===== src/inc/dgpio_pkg.sv =====
// dgpio_pkg: register map, field positions, reset values for the dual gpio port
// assumes: an 8-bit cpu register port with one-cycle read latency
package dgpio_pkg;
  // register offsets
  localparam logic [3:0] DGPIO_OFF_P0_DATA = 4'h0;
  localparam logic [3:0] DGPIO_OFF_P0_DIR = 4'h1;
  localparam logic [3:0] DGPIO_OFF_P1_DATA = 4'h2;
  localparam logic [3:0] DGPIO_OFF_P1_DIR = 4'h3;
  localparam logic [3:0] DGPIO_OFF_P1_FSEL = 4'h4;
  localparam logic [3:0] DGPIO_OFF_RT_CTRL = 4'h5;
  localparam logic [3:0] DGPIO_OFF_RT_BUF = 4'h6;
  localparam logic [3:0] DGPIO_OFF_PULLUP = 4'h7;
  // field positions
  localparam int DGPIO_RT_LOW_BIT = 0;
  localparam int DGPIO_RT_HIGH_BIT = 1;
  localparam int DGPIO_PU0_BIT = 0;
  localparam int DGPIO_PU1_BIT = 1;
  localparam int DGPIO_FSEL_PIN2 = 2;
  localparam int DGPIO_FSEL_PIN3 = 3;
  localparam int DGPIO_FSEL_PIN4 = 4;
  // control and mask values
  localparam logic [7:0] DGPIO_DIR_RESET = 8'hff;
  localparam logic [7:0] DGPIO_ZERO_RESET = 8'h00;
  localparam logic [7:0] DGPIO_FSEL_MASK = 8'h1c;
  localparam logic [7:0] DGPIO_PU_MASK = 8'h7f;
  localparam logic [7:0] DGPIO_RT_MASK = 8'h03;
  // register select codes
  typedef enum logic [3:0] {
    DGPIO_SEL_NONE = 4'h8,
    DGPIO_SEL_P0 = 4'h0,
    DGPIO_SEL_P1 = 4'h2
  } dgpio_sel_t;
endpackage


===== src/dgpio_port.sv =====
// dgpio_port: two 8-bit gpio ports, port 0 with realtime nibble output,
// port 1 pins 2..4 shareable with a serial unit
// assumes: cpu strobes are one cycle, read data valid the next cycle only;
// pad logic resolves pins from the active-low output enables
//
// Chosen here: the register addresses and the address-and-strobe port.
`timescale 1ns/1ps
`default_nettype none
module dgpio_port
  import dgpio_pkg::*;
(
  // clock and reset
  input wire logic clk_sys,
  input wire logic rst,
  // cpu register port
  input wire logic [3:0] reg_addr,
  input wire logic [7:0] reg_wdata,
  input wire logic reg_wr,
  input wire logic reg_rd,
  output logic [7:0] reg_rdata,
  // port 0 pins
  input wire logic [7:0] p0_pin_in,
  output logic [7:0] p0_pin_out,
  output logic [7:0] p0_pin_oe_n,
  output logic [7:0] p0_pullup_en,
  // port 1 pins
  input wire logic [7:0] p1_pin_in,
  output logic [7:0] p1_pin_out,
  output logic [7:0] p1_pin_oe_n,
  output logic [7:0] p1_pullup_en,
  // realtime output trigger
  input wire logic rt_trigger,
  // serial unit side
  input wire logic serial_shift_clock_out,
  input wire logic serial_shift_clock_oe,
  input wire logic serial_data_out,
  output logic serial_shift_clock,
  output logic serial_data_in
);
  // registers
  logic [7:0] p0_latch_r;
  logic [7:0] p0_latch_nxt;
  logic [7:0] p0_dir_r;
  logic [7:0] p1_latch_r;
  logic [7:0] p1_dir_r;
  logic [7:0] p1_fsel_r;
  logic [7:0] rt_ctrl_r;
  logic [7:0] rt_buf_r;
  logic [7:0] pullup_r;
  logic [7:0] rdata_r;
  logic [7:0] rdata_nxt;
  logic [7:0] p0_out_r;
  logic [7:0] p0_oe_n_r;
  logic [7:0] p0_pu_r;
  logic [7:0] p1_out_r;
  logic [7:0] p1_oe_n_r;
  logic [7:0] p1_pu_r;
  logic sck_r;
  logic sdi_r;
  // decode wires
  logic [7:0] p0_level;
  logic [7:0] p1_level;
  logic [7:0] rt_mask;
  logic [7:0] p1_ctrl;
  logic [7:0] p1_ctrl_sig;
  logic [7:0] p0_read;
  logic [7:0] p1_read;
  logic [7:0] p0_oe_n_nxt;
  logic [7:0] p1_oe_n_nxt;
  logic [7:0] p1_out_nxt;
  logic wr_p0;
  logic wr_rtbuf;

  // pin levels pass the three-stage synchroniser before any read path
  dgpio_sync u_sync0 (
    .clk_sys(clk_sys),
    .rst(rst),
    .pin_in(p0_pin_in),
    .level_out(p0_level)
  );
  dgpio_sync u_sync1 (
    .clk_sys(clk_sys),
    .rst(rst),
    .pin_in(p1_pin_in),
    .level_out(p1_level)
  );

  // bit-select helper: expand one nibble enable into four mask bits
  function automatic logic [7:0] dgpio_nib_mask(input logic lo, input logic hi);
    dgpio_nib_mask = {{4{hi}}, {4{lo}}};
  endfunction

  // realtime masks; both nibbles set means the byte-wide group
  assign rt_mask = dgpio_nib_mask(rt_ctrl_r[DGPIO_RT_LOW_BIT],
                                  rt_ctrl_r[DGPIO_RT_HIGH_BIT]);
  assign wr_p0 = reg_wr && (reg_addr == DGPIO_OFF_P0_DATA);
  assign wr_rtbuf = reg_wr && (reg_addr == DGPIO_OFF_RT_BUF);

  // latch write: cpu writes land on all non-realtime bits, whatever the direction, unless a trigger comes in the same cycle;
  // realtime bits take the buffer on a trigger instead
  assign p0_latch_nxt = rt_trigger ? ((p0_latch_r & ~rt_mask) | (rt_buf_r & rt_mask)) :
                        wr_p0 ? ((reg_wdata & ~rt_mask) | (p0_latch_r & rt_mask)) :
                        p0_latch_r;

  // port 0 drive: realtime nibbles force the buffer on
  assign p0_oe_n_nxt = p0_dir_r & ~rt_mask;

  // port 1 control mode bits
  assign p1_ctrl = p1_fsel_r & DGPIO_FSEL_MASK;
  assign p1_ctrl_sig = {3'h0, serial_data_out, sdi_r, serial_shift_clock_out, 2'h0};
  // pin2 driven only when the serial unit drives its clock, pin3 input, pin4 output
  assign p1_oe_n_nxt = (p1_dir_r & ~p1_ctrl) |
                       {3'h0, 1'b0, p1_ctrl[DGPIO_FSEL_PIN3], ~serial_shift_clock_oe &
                        p1_ctrl[DGPIO_FSEL_PIN2], 2'h0};
  assign p1_out_nxt = (p1_latch_r & ~p1_ctrl) | (p1_ctrl_sig & p1_ctrl);

  // read paths: output bits give the latch, input bits the pin; a realtime
  // bit returns its latch; no path exists from an input bit's latch
  assign p0_read = ((p0_latch_r & (~p0_dir_r | rt_mask)) |
                    (p0_level & p0_dir_r & ~rt_mask));
  // control bits: pin level when dir is 1, internal signal when dir is 0
  assign p1_read = (p1_latch_r & ~p1_dir_r & ~p1_ctrl) |
                   (p1_level & p1_dir_r) |
                   (p1_ctrl_sig & ~p1_dir_r & p1_ctrl);

  // read mux; unmapped offsets read zero
  always_comb begin
    case (reg_addr)
      DGPIO_OFF_P0_DATA: rdata_nxt = p0_read;
      DGPIO_OFF_P0_DIR: rdata_nxt = p0_dir_r;
      DGPIO_OFF_P1_DATA: rdata_nxt = p1_read;
      DGPIO_OFF_P1_DIR: rdata_nxt = p1_dir_r;
      DGPIO_OFF_P1_FSEL: rdata_nxt = p1_fsel_r;
      DGPIO_OFF_RT_CTRL: rdata_nxt = rt_ctrl_r;
      DGPIO_OFF_RT_BUF: rdata_nxt = rt_buf_r;
      DGPIO_OFF_PULLUP: rdata_nxt = pullup_r;
      default: rdata_nxt = DGPIO_ZERO_RESET;
    endcase
  end

  // latches have no reset value that software may rely on; zero is chosen
  // a bit instruction arrives here as an ordinary 8-bit write of the merged byte
  always_ff @(posedge clk_sys or posedge rst) begin
    if (rst) begin
      p0_latch_r <= DGPIO_ZERO_RESET;
      p1_latch_r <= DGPIO_ZERO_RESET;
    end else begin
      p0_latch_r <= p0_latch_nxt;
      if (reg_wr && reg_addr == DGPIO_OFF_P1_DATA) begin
        p1_latch_r <= reg_wdata;
      end
    end
  end

  // control registers
  always_ff @(posedge clk_sys or posedge rst) begin
    if (rst) begin
      p0_dir_r <= DGPIO_DIR_RESET;
      p1_dir_r <= DGPIO_DIR_RESET;
      p1_fsel_r <= DGPIO_ZERO_RESET;
      rt_ctrl_r <= DGPIO_ZERO_RESET;
      rt_buf_r <= DGPIO_ZERO_RESET;
      pullup_r <= DGPIO_ZERO_RESET;
    end else if (reg_wr) begin
      case (reg_addr)
        DGPIO_OFF_P0_DIR: p0_dir_r <= reg_wdata;
        DGPIO_OFF_P1_DIR: p1_dir_r <= reg_wdata;
        DGPIO_OFF_P1_FSEL: p1_fsel_r <= reg_wdata & DGPIO_FSEL_MASK;
        DGPIO_OFF_RT_CTRL: rt_ctrl_r <= reg_wdata & DGPIO_RT_MASK;
        DGPIO_OFF_PULLUP: pullup_r <= reg_wdata & DGPIO_PU_MASK;
        default: rt_buf_r <= wr_rtbuf ? reg_wdata : rt_buf_r;
      endcase
    end
  end

  // registered outputs; pin drive lags the control state by one cycle
  always_ff @(posedge clk_sys or posedge rst) begin
    if (rst) begin
      rdata_r <= DGPIO_ZERO_RESET;
      p0_out_r <= DGPIO_ZERO_RESET;
      p0_oe_n_r <= DGPIO_DIR_RESET;
      p0_pu_r <= DGPIO_ZERO_RESET;
      p1_out_r <= DGPIO_ZERO_RESET;
      p1_oe_n_r <= DGPIO_DIR_RESET;
      p1_pu_r <= DGPIO_ZERO_RESET;
      sck_r <= 1'b0;
      sdi_r <= 1'b0;
    end else begin
      rdata_r <= reg_rd ? rdata_nxt : DGPIO_ZERO_RESET;
      p0_out_r <= p0_latch_r;
      p0_oe_n_r <= p0_oe_n_nxt;
      p0_pu_r <= p0_dir_r & {8{pullup_r[DGPIO_PU0_BIT]}};
      p1_out_r <= p1_out_nxt;
      p1_oe_n_r <= p1_oe_n_nxt;
      p1_pu_r <= p1_dir_r & {8{pullup_r[DGPIO_PU1_BIT]}};
      sck_r <= p1_level[DGPIO_FSEL_PIN2];
      sdi_r <= p1_level[DGPIO_FSEL_PIN3];
    end
  end

  assign reg_rdata = rdata_r;
  assign p0_pin_out = p0_out_r;
  assign p0_pin_oe_n = p0_oe_n_r;
  assign p0_pullup_en = p0_pu_r;
  assign p1_pin_out = p1_out_r;
  assign p1_pin_oe_n = p1_oe_n_r;
  assign p1_pullup_en = p1_pu_r;
  assign serial_shift_clock = sck_r;
  assign serial_data_in = sdi_r;

  // checks
  a_rt_forces_drive: assert property (@(posedge clk_sys) disable iff (rst)
    rt_ctrl_r[DGPIO_RT_LOW_BIT] |=> p0_pin_oe_n[3:0] == 4'h0)
    else $error("realtime low nibble not driven");
  a_rt_write_blocked: assert property (@(posedge clk_sys) disable iff (rst)
    (wr_p0 && !rt_trigger && rt_ctrl_r[DGPIO_RT_HIGH_BIT])
    |=> p0_latch_r[7:4] == $past(p0_latch_r[7:4]))
    else $error("realtime latch changed by cpu write");
  a_latch_holds: assert property (@(posedge clk_sys) disable iff (rst)
    !(reg_wr && reg_addr == DGPIO_OFF_P1_DATA) |=> $stable(p1_latch_r))
    else $error("port 1 latch changed without write");
  a_write_all_bits: assert property (@(posedge clk_sys) disable iff (rst)
    (reg_wr && reg_addr == DGPIO_OFF_P1_DATA) |=> p1_latch_r == $past(reg_wdata))
    else $error("port 1 write lost bits");
  a_input_reads_pin: assert property (@(posedge clk_sys) disable iff (rst)
    (reg_rd && reg_addr == DGPIO_OFF_P0_DATA && rt_ctrl_r == 8'h00 && p0_dir_r == 8'hff)
    |=> reg_rdata == $past(p0_level))
    else $error("input read not pin level");
  a_pullup_gate: assert property (@(posedge clk_sys) disable iff (rst)
    !pullup_r[DGPIO_PU0_BIT] |=> p0_pullup_en == 8'h00)
    else $error("port 0 pullup without option");
  a_ctrl_pin4_out: assert property (@(posedge clk_sys) disable iff (rst)
    p1_ctrl[DGPIO_FSEL_PIN4] |=> !p1_pin_oe_n[4] && p1_pin_out[4] == $past(serial_data_out))
    else $error("pin 4 not carrying serial data");
  a_ctrl_pin3_in: assert property (@(posedge clk_sys) disable iff (rst)
    p1_ctrl[DGPIO_FSEL_PIN3] |=> p1_pin_oe_n[3])
    else $error("pin 3 driven in control mode");
  a_read_idle_zero: assert property (@(posedge clk_sys) disable iff (rst)
    !reg_rd |=> reg_rdata == 8'h00)
    else $error("read data outside read slot");
  c_rt_trigger: cover property (@(posedge clk_sys) disable iff (rst)
    rt_trigger && rt_ctrl_r == 8'h03);
  c_ctrl_read: cover property (@(posedge clk_sys) disable iff (rst)
    reg_rd && reg_addr == DGPIO_OFF_P1_DATA && p1_ctrl != 8'h00);
  c_pullup_on: cover property (@(posedge clk_sys) disable iff (rst)
    p1_pullup_en != 8'h00);
endmodule
`default_nettype wire


===== src/dgpio_sync.sv =====
// dgpio_sync: three-stage synchroniser with agreement filter, eight bits wide
// assumes: inputs are asynchronous pin levels, one system clock
`timescale 1ns/1ps
`default_nettype none
module dgpio_sync
  import dgpio_pkg::*;
(
  // clock and reset
  input wire logic clk_sys,
  input wire logic rst,
  // pin side and clean side
  input wire logic [7:0] pin_in,
  output logic [7:0] level_out
);
  logic [7:0] s1_r;
  logic [7:0] s2_r;
  logic [7:0] s3_r;
  logic [7:0] level_r;
  logic [7:0] level_nxt;

  // take a new level only where stage two and three agree
  assign level_nxt = (s2_r & s3_r) | (level_r & (s2_r | s3_r));
  assign level_out = level_r;

  // first stage feeds only the second
  always_ff @(posedge clk_sys or posedge rst) begin
    if (rst) begin
      s1_r <= DGPIO_ZERO_RESET;
      s2_r <= DGPIO_ZERO_RESET;
      s3_r <= DGPIO_ZERO_RESET;
      level_r <= DGPIO_ZERO_RESET;
    end else begin
      s1_r <= pin_in;
      s2_r <= s1_r;
      s3_r <= s2_r;
      level_r <= level_nxt;
    end
  end
endmodule
`default_nettype wire


===== config.mk =====
export PLATFORM = sky130hd
export DESIGN_NAME = dgpio_port
export DESIGN_NICKNAME = d
export VERILOG_FILES = /design/src/inc/dgpio_pkg.sv /design/src/dgpio_port.sv /design/src/dgpio_sync.sv
export SDC_FILE = /design/constraint.sdc
export NUM_CORES = 1
export LEC_CHECK = 0
export BUFFER_PORTS_ARGS = -buffer_cell sky130_fd_sc_hd__buf_2
export CAP_MARGIN = 20
export CELL_PAD_IN_SITES_DETAIL_PLACEMENT = 1
export CELL_PAD_IN_SITES_GLOBAL_PLACEMENT = 1
export CORE_UTILIZATION = 42
export DETAILED_ROUTE_END_ITERATION = 8
export PLACE_DENSITY = 0.74
export SYNTH_ARGS = -nofsm -noshare
export SYNTH_HDL_FRONTEND = slang
export SYNTH_SLANG_ARGS = --single-unit

===== constraint.sdc =====
create_clock -name clk_sys -period 5.9 [get_ports clk_sys]
set_input_delay 1.18 -clock clk_sys [delete_from_list [all_inputs] [get_ports clk_sys]]
set_output_delay 1.18 -clock clk_sys [all_outputs]
set_load 0.005 [all_outputs]

==> results of run 1 <==
==> metrics by stage <==
stage / hold WS (ns) / setup slack, ns / util (%) / cell area [µm²] / cells
floorplan: 0.331 / 0.0561 / - / 6300 / 400
global placement: 0.332 / 3.03 / 47.7 / 6960 / 668
detailed placement: 0.336 / 2.97 / 47.7 / 6960 / 668
CTS: 0.352 / 3.42 / 52.2 / 7620 / 700
global route: 0.358 / 3.33 / 52.6 / 7670 / 702
finish: 0.351 / 3.41 / 52.6 / 7670 / 702
==> power groups by stage <==
stage / Sequential, mW / Combinational [mW] / Clock (mW)
after global routing: 1.60 / 0.457 / 1.30
final: 1.58 / 0.413 / 1.23
after detailed placement: 1.60 / 0.410 / 0
after floorplan: 1.55 / 0.241 / 0
after global placement: 1.59 / 0.393 / 0
after CTS: 1.58 / 0.416 / 1.26
==> worst reg2reg max path: cells and delay by family, from the launching register on <==
family	cells	cell delay, ns
DFF	1	0.56
muxes	1	0.38
and+or+nand+nor	1	0.19
AOI/OAI and AO/OA	2	0.42
==> worst min path at each step <==
| stage | cells after the start | to | start | slack [ns] |
|---|---|---|---|---|
| 6_report | 0 | u_sync1.s2_r[7] | u_sync1.s1_r[7] | 0.35 |
| 5_1_grt | 0 | u_sync1.s2_r[6] | u_sync1.s1_r[6] | 0.36 |
| 4_1_cts | 0 | u_sync1.s2_r[1] | u_sync1.s1_r[1] | 0.35 |
| 3_5_place_dp | 0 | u_sync1.s2_r[1] | u_sync1.s1_r[1] | 0.34 |
| 3_3_place_gp | 0 | u_sync1.s2_r[1] | u_sync1.s1_r[1] | 0.33 |
| 2_1_floorplan | 0 | u_sync0.s2_r[0] | u_sync0.s1_r[0] | 0.33 |
==> cell families after synthesis <==
logic type               synth area share [%]
AO/OA/AOI/OAI                            4.60
adder cells (fa/ha/maj)                  2.94
buffers and inverters                    1.15
flip-flops                               69.7
multiplexers                             13.2
AND/OR/NAND/NOR                          8.41
==> state kept, by name, indices dropped and copies added, names as in the netlist, 8 cells and up, named ones only <==
signal,flops
p0_dir_r,8
p0_pin_oe_n,8
p0_pin_out,8
p0_pullup_en,8
p1_dir_r,8
p1_latch_r,8
p1_pin_oe_n,8
p1_pin_out,8
p1_pullup_en,8
reg_rdata,8
rt_buf_r,8
u_sync0.level_out,8
u_sync0.s1_r,8
u_sync0.s2_r,8
u_sync0.s3_r,8
u_sync1.level_out,8
u_sync1.s1_r,8
u_sync1.s2_r,8
u_sync1.s3_r,8
==> cell usage in the layout (no fill, tap or decap), types with 10 or more instances in the layout <==
cell type                     n
sky130_fd_sc_hd__buf_2       93
sky130_fd_sc_hd__and2_1      18
sky130_fd_sc_hd__dfrtp_1    142
sky130_fd_sc_hd__a21oi_1     14
sky130_fd_sc_hd__maj3_1      16
sky130_fd_sc_hd__clkbuf_16   17
sky130_fd_sc_hd__dfstp_2     32
sky130_fd_sc_hd__mux2_2      59
sky130_fd_sc_hd__mux2i_1     10
sky130_fd_sc_hd__nor2b_1     10
==> layout make-up <==
| class | instances | area (µm²) | share of cell area (%) |
|---|---|---|---|
| clock buffer | 19 | 443 | 5.77 |
| multi-input combinational | 212 | 1840 | 24.0 |
| sequential | 174 | 4390 | 57.3 |
| timing repair buffer | 97 | 536 | 6.98 |
| inverter | 3 | 16.3 | 0.212 |
| tap | 184 | 230 | 3.00 |
| clock inverter | 13 | 214 | 2.79 |
==> synth_stat cells, types with 3 or more instances <==
cell type	count	area share [%]
sky130_fd_sc_hd__a211oi_1	3	0.36
sky130_fd_sc_hd__nand2b_1	4	0.40
sky130_fd_sc_hd__nand2_1	8	0.48
sky130_fd_sc_hd__nor3_1	3	0.24
sky130_fd_sc_hd__and2_1	18	1.8
sky130_fd_sc_hd__mux2_2	59	11
sky130_fd_sc_hd__a31oi_1	4	0.40
sky130_fd_sc_hd__maj3_1	16	2.5
sky130_fd_sc_hd__mux2_1	6	1.1
sky130_fd_sc_hd__nor3b_1	3	0.36
sky130_fd_sc_hd__a22o_1	8	1.1
sky130_fd_sc_hd__a21oi_1	14	1.1
sky130_fd_sc_hd__nor2b_1	10	0.99
sky130_fd_sc_hd__inv_1	3	0.18
sky130_fd_sc_hd__mux2i_1	10	1.6
sky130_fd_sc_hd__dfstp_2	32	13
sky130_fd_sc_hd__nor2_1	9	0.54
sky130_fd_sc_hd__buf_2	7	0.56
sky130_fd_sc_hd__dfrtp_1	142	56
==> layer usage <==
metal / part of all wire [%] / vias to the layer above / wire, µm / track usage (%)
met5: 0 / - / 0 / 0
met2: 51 / 96 / 6960 / 31.0
met3: 4.5 / 23 / 626 / 5.80
li1: - / 1628 / - / -
met1: 43 / 1844 / 5920 / 24.4
met4: 2.0 / 0 / 278 / 6.95
==> tab_implementation.tex, run 1 <==
\begin{tabular}{lr}
\hline
Metric & Value \\
\hline
\multicolumn{2}{l}{\textbf{STA}} \\
\quad Tmin final & 2.49 ns \\
\quad Worst Max-Slew Pin Slew & 0.567 ns \\
\quad Period utilisation layout & 42.2\% \\
\quad Final Hold Vio Count & 0 \\
\quad Final-report max-slew violation count & 0 \\
\quad Worst clock skew & 0.00830 ns \\
\quad Total Neg Setup Slack & 0 ns \\
\quad Number of endpoints failing setup at the final stage & 0 \\
\quad Maximum achievable frequency & 0.402 GHz \\
\quad Setup repair after global routing missed its margin & no \\
\quad Normalized max-slew margin & 61.9\% \\
\multicolumn{2}{l}{\textbf{Die}} \\
\quad Floorplan die area & 15,500 µm² \\
\quad Die width & 125 µm \\
\quad Initial standard-cell utilization of the core & 43.2\% \\
\quad Die height & 125 µm \\
\quad Core Area & 14,600 µm² \\
\quad Core Rows & 44 \\
\quad I/O pin cnt & 94 \\
\multicolumn{2}{l}{\textbf{CTS}} \\
\quad Clock-pin slew on the worst setup and hold paths & 0.06 ns \\
\quad Insertion delay to the later sink of the worst-skew pair & 0.43 ns \\
\quad Number of hold-repair buffers added at the cts stage & 0 \\
\quad Max Root-Sink Buffers & 2 \\
\quad Number of levels the H-tree was split into & 4 \\
\quad Post\_cts resized & 0 \\
\quad CTS root buffer & sky130\_fd\_sc\_hd\_\_clkbuf\_16 \\
\quad Clock tree from TritonCTS & built \\
\quad Inserted Clock Buffers & 17 \\
\quad Clock sink total & 174 \\
\quad Post-CTS Setup Inserts & 0 \\
\multicolumn{2}{l}{\textbf{Detailed routing}} \\
\quad Routed wire length per instance & 19.6 µm \\
\quad Post-Route WL & 13,800 µm \\
\quad Via count of the routed design & 3,591 \\
\quad Antenna viol nets, final & 0 \\
\quad First-pass DRT Iterations & 6 \\
\quad DRC & 0 \\
\quad Ratio of routed vias to standard cells & 5.12 \\
\quad Number of design-rule violations left by the first detailed-router iteration & 169 \\
\multicolumn{2}{l}{\textbf{Worst setup path}} \\
\quad Endpoint type of the worst setup path & flop \\
\quad Startpoint type of the worst setup path & primary input \\
\quad Number of cell instances on the worst register-to-register path & 4 \\
\quad Largest stage delay, worst path & 0.62 ns \\
\quad Number of buffer and inverter instances along the worst setup path & 1 \\
\quad Largest driver fanout on the critical path & 24 \\
\quad Launching instance or port of the critical path & reg\_addr[0] \\
\quad Required time of the critical path & 6.21 ns \\
\quad Total stage count of the critical path & 5 \\
\quad Kind of critical path & primary input to flop \\
\quad Data arrival time of the critical path & 2.79 ns \\
\quad Register-to-register path setup slack & 4.22 ns \\
\quad Cells along the critical path & buf\_2 > nor4\_4 > a21oi\_2 > nor2b\_4 > mux2\_2 \\
\quad Worst flop-to-flop path endpoint & reg\_rdata[7] \\
\quad Max stage delay cell, worst path & sky130\_fd\_sc\_hd\_\_nor4\_4 \\
\quad Worst reg2reg path startpoint & p0\_dir\_r[7] \\
\quad Crit path max-delay family & simple AND/OR/NAND/NOR gates \\
\multicolumn{2}{l}{\textbf{Logic synthesis}} \\
\quad Synthesized Nets & 438 \\
\quad Portion of the post-synthesis area used by sequential elements & 69.7\% \\
\quad Synthesized area per cell & 15.8 µm² \\
\quad Share of flip-flops with an asynchronous set or reset & 100\% \\
\quad Area of the mapped netlist & 6300 µm² \\
\quad Distinct cells, synth & 50 \\
\quad YS warnings & 0 \\
\quad Dominant register cell in the synthesized netlist & sky130\_fd\_sc\_hd\_\_dfrtp\_1 \\
\quad Gate Count Post-Synth & 400 \\
\quad Number of flops mapped to enable cells by yosys & 0 \\
\quad Number of storage elements in the synthesis netlist & 174 \\
\multicolumn{2}{l}{\textbf{Finish}} \\
\quad Area growth from synthesis to layout & 21.7\% \\
\quad Nets & 543 \\
\quad Number of inserted filler cells in the final layout & 1,436 \\
\quad Share of cells above drive strength 1 & 44.6\% \\
\quad ANT cells & 0 \\
\multicolumn{2}{l}{\textbf{Outcome}} \\
\quad Outcome & complete, no violations \\
\multicolumn{2}{l}{\textbf{Global routing}} \\
\quad Initial antenna violation count & 0 \\
\quad Via count of the first global-routing pass & 4,008 \\
\quad Remaining global-route overflow & 0 \\
\quad All-Layer GR Usage & 19.2\% \\
\quad Pin count of the biggest net entering global routing & 90 \\
\quad Global-route wire length before repair & 22,500 µm \\
\multicolumn{2}{l}{\textbf{Power}} \\
\quad Switching portion of total power & 24.7\% \\
\quad Sequential cell fraction of total power & 49.0\% \\
\quad Cell Int Power & 2.42 mW \\
\quad IR Drop Worst-Case VDD & 0.000230 V \\
\quad Power density over cell area & 419 nW/µm² \\
\quad Pleak & 3.54 nW \\
\quad Total Power Consumption & 3.22 mW \\
\quad Switching power & 794 µW \\
\quad Combinational group share of total power & 12.8\% \\
\quad Clock share of power & 38.2\% \\
\multicolumn{2}{l}{\textbf{Placed design}} \\
\quad Count of input and output buffers & 93 \\
\quad Total half-perimeter wirelength after legalization and detailed placement & 9350 µm \\
\quad GP Congestion & 0.828 \\
\multicolumn{2}{l}{\textbf{Flow run}} \\
\quad Number of max-capacitance violations reported & 0 \\
\multicolumn{2}{l}{\textbf{Hold path}} \\
\quad HP Class & flop to flop \\
\hline
\end{tabular}
No activity file was read; power rests on OpenSTA's default activity.
==> run 2: changes to the inputs <==
==> constraint.sdc (replaced) <==
create_clock -name clk_sys -period 2.2 [get_ports clk_sys]
set_input_delay 0.44 -clock clk_sys [delete_from_list [all_inputs] [get_ports clk_sys]]
set_output_delay 0.44 -clock clk_sys [all_outputs]
set_load 0.005 [all_outputs]
==> tab_implementation.tex, run 2 (synthesis gave the netlist of run 1 again) <==
\begin{tabular}{lr}
\hline
Metric & Value \\
\hline
\multicolumn{2}{l}{\textbf{Worst setup path}} \\
\quad Cells along the critical path & buf\_2 > nor2b\_1 > nand2\_1 > nor2\_2 > mux2\_2 \\
\quad Number of buffer and inverter instances along the worst setup path & 1 \\
\quad Max stage delay cell, worst path & sky130\_fd\_sc\_hd\_\_mux2\_2 \\
\quad Register-to-register path setup slack & 0.59 ns \\
\quad Kind of critical path & primary input to flop \\
\quad Data arrival time of the critical path & 1.94 ns \\
\quad Required time of the critical path & 2.51 ns \\
\quad Endpoint type of the worst setup path & flop \\
\quad Worst reg2reg path startpoint & p0\_dir\_r[7] \\
\quad Largest stage delay, worst path & 0.39 ns \\
\quad Crit path max-delay family & simple AND/OR/NAND/NOR gates \\
\quad Launching instance or port of the critical path & reg\_addr[2] \\
\quad Startpoint type of the worst setup path & primary input \\
\quad Largest driver fanout on the critical path & 21 \\
\multicolumn{2}{l}{\textbf{CTS}} \\
\quad Clock sink total & 174 \\
\quad CTS root buffer & sky130\_fd\_sc\_hd\_\_clkbuf\_16 \\
\quad Post\_cts resized & 0 \\
\quad Clock tree from TritonCTS & built \\
\quad Clock-pin slew on the worst setup and hold paths & 0.07 ns \\
\quad Insertion delay to the later sink of the worst-skew pair & 0.43 ns \\
\quad Max Root-Sink Buffers & 2 \\
\quad Inserted Clock Buffers & 17 \\
\quad Number of levels the H-tree was split into & 4 \\
\quad Number of hold-repair buffers added at the cts stage & 0 \\
\quad Post-CTS Setup Inserts & 0 \\
\multicolumn{2}{l}{\textbf{Finish}} \\
\quad Area growth from synthesis to layout & 21.3\% \\
\quad Most common cell after layout, fill and taps aside & sky130\_fd\_sc\_hd\_\_dfrtp\_1 \\
\quad Share of cells above drive strength 1 & 45.0\% \\
\quad Leading cell types in the layout, fill and taps excluded & sky130\_fd\_sc\_hd\_\_dfrtp\_1 (142), sky130\_fd\_sc\_hd\_\_buf\_2 (93), sky130\_fd\_sc\_hd\_\_mux2\_2 (59) \\
\quad Layout Cells excl Fill & 706 \\
\quad Nets & 547 \\
\quad Utilization after layout & 52.4\% \\
\quad ANT cells & 0 \\
\multicolumn{2}{l}{\textbf{Die}} \\
\quad Core Rows & 44 \\
\quad Core Area & 14,600 µm² \\
\quad I/O pin cnt & 94 \\
\quad Die width & 125 µm \\
\quad Floorplan die area & 15,500 µm² \\
\quad Initial standard-cell utilization of the core & 43.2\% \\
\quad Die height & 125 µm \\
\multicolumn{2}{l}{\textbf{STA}} \\
\quad WHS & 0.0435 ns \\
\quad Number of endpoints failing setup at the final stage & 0 \\
\quad Maximum achievable frequency & 0.614 GHz \\
\quad Total Neg Setup Slack & 0 ns \\
\quad Worst clock skew & 0.00727 ns \\
\quad Period utilisation layout & 74.1\% \\
\quad Tmin final & 1.63 ns \\
\quad Setup repair after global routing missed its margin & no \\
\quad Worst Max-Slew Pin Slew & 0.520 ns \\
\quad Final-report max-slew violation count & 0 \\
\quad Final Hold Vio Count & 0 \\
\quad Normalized max-slew margin & 65.2\% \\
\quad Setup slack of the critical path after layout & 0.570 ns \\
\multicolumn{2}{l}{\textbf{Detailed routing}} \\
\quad Via count of the routed design & 3,623 \\
\quad Post-Route WL & 13,700 µm \\
\quad Routed wire length per instance & 19.4 µm \\
\quad First-pass DRT Iterations & 4 \\
\quad Ratio of routed vias to standard cells & 5.13 \\
\quad DRC & 0 \\
\quad Antenna viol nets, final & 0 \\
\quad Number of design-rule violations left by the first detailed-router iteration & 166 \\
\multicolumn{2}{l}{\textbf{Placed design}} \\
\quad Total half-perimeter wirelength after legalization and detailed placement & 9450 µm \\
\quad Placed instance count & 674 \\
\quad Count of input and output buffers & 93 \\
\quad GP Congestion & 0.817 \\
\quad Place WS & 0.157 ns \\
\multicolumn{2}{l}{\textbf{Hold path}} \\
\quad HP Class & primary input to async pin \\
\multicolumn{2}{l}{\textbf{Power}} \\
\quad Power density over cell area & 1090 nW/µm² \\
\quad Pleak & 3.52 nW \\
\quad IR Drop Worst-Case VDD & 0.000570 V \\
\multicolumn{2}{l}{\textbf{Global routing}} \\
\quad All-Layer GR Usage & 19.2\% \\
\quad Global-route wire length before repair & 22,300 µm \\
\quad Remaining global-route overflow & 0 \\
\quad Initial antenna violation count & 0 \\
\quad Via count of the first global-routing pass & 4,016 \\
\quad Pin count of the biggest net entering global routing & 72 \\
\multicolumn{2}{l}{\textbf{Outcome}} \\
\quad Outcome & complete, no violations \\
\multicolumn{2}{l}{\textbf{Flow run}} \\
\quad Number of max-capacitance violations reported & 0 \\
\hline
\end{tabular}
run 2: cell count changes in the layout (fill, tap and decap cells not counted):
cell                         previous run  this run
sky130_fd_sc_hd__buf_16                 2         0
sky130_fd_sc_hd__clkinvlp_4             2         7
sky130_fd_sc_hd__buf_12                 0         3
sky130_fd_sc_hd__inv_6                  2         1
sky130_fd_sc_hd__bufinv_16              5         3
sky130_fd_sc_hd__buf_4                  2         5
sky130_fd_sc_hd__clkinv_4               4         2
run 2: report_power, final:
group	switching [mW]	internal (mW)	total (mW)
Sequential	0.376	3.84	4.21
Clock	1.22	1.82	3.04
Combinational	0.497	0.608	1.11
Total	2.10	6.26	8.36
run 2: metal layers:
metal | GRT usage (%) | wire [µm] | vias up
met3 | 4.98 | 506 | 20
met4 | 7.94 | 239 | 0
met2 | 30.4 | 6790 | 75
met1 | 25.0 | 6160 | 1886
li1 | - | - | 1642
met5 | 0 | 0 | -
run 2: cell type report:
class                      instances  area (µm²)
sequential                       174        4390
inverter                           3        15.0
clock buffer                      19         443
timing repair buffer             101         563
tap                              184         230
clock inverter                    13         166
fill                            1424        6940
multi-input combinational        212        1840
run 2: stage by stage:
stage | area, µm² | total power, mW
floorplan | 6310 | 4.80
global placement | 7040 | 5.32
detailed placement | 7040 | 5.38
CTS | 7650 | 8.48
global route | 7650 | 8.74
finish | 7650 | 8.36
run 2: final timing paths:
check,endpoint,cells after the start
min in group clk_sys,u_sync1.s1_r[0],1
worst min-delay path,p1_pullup_en[5],2
worst min register to register,u_sync1.s2_r[2],0
worst max register to register,reg_rdata[7],4
max in group asynchronous,p1_pin_oe_n[2],3
worst max-delay path,pullup_r[6],5
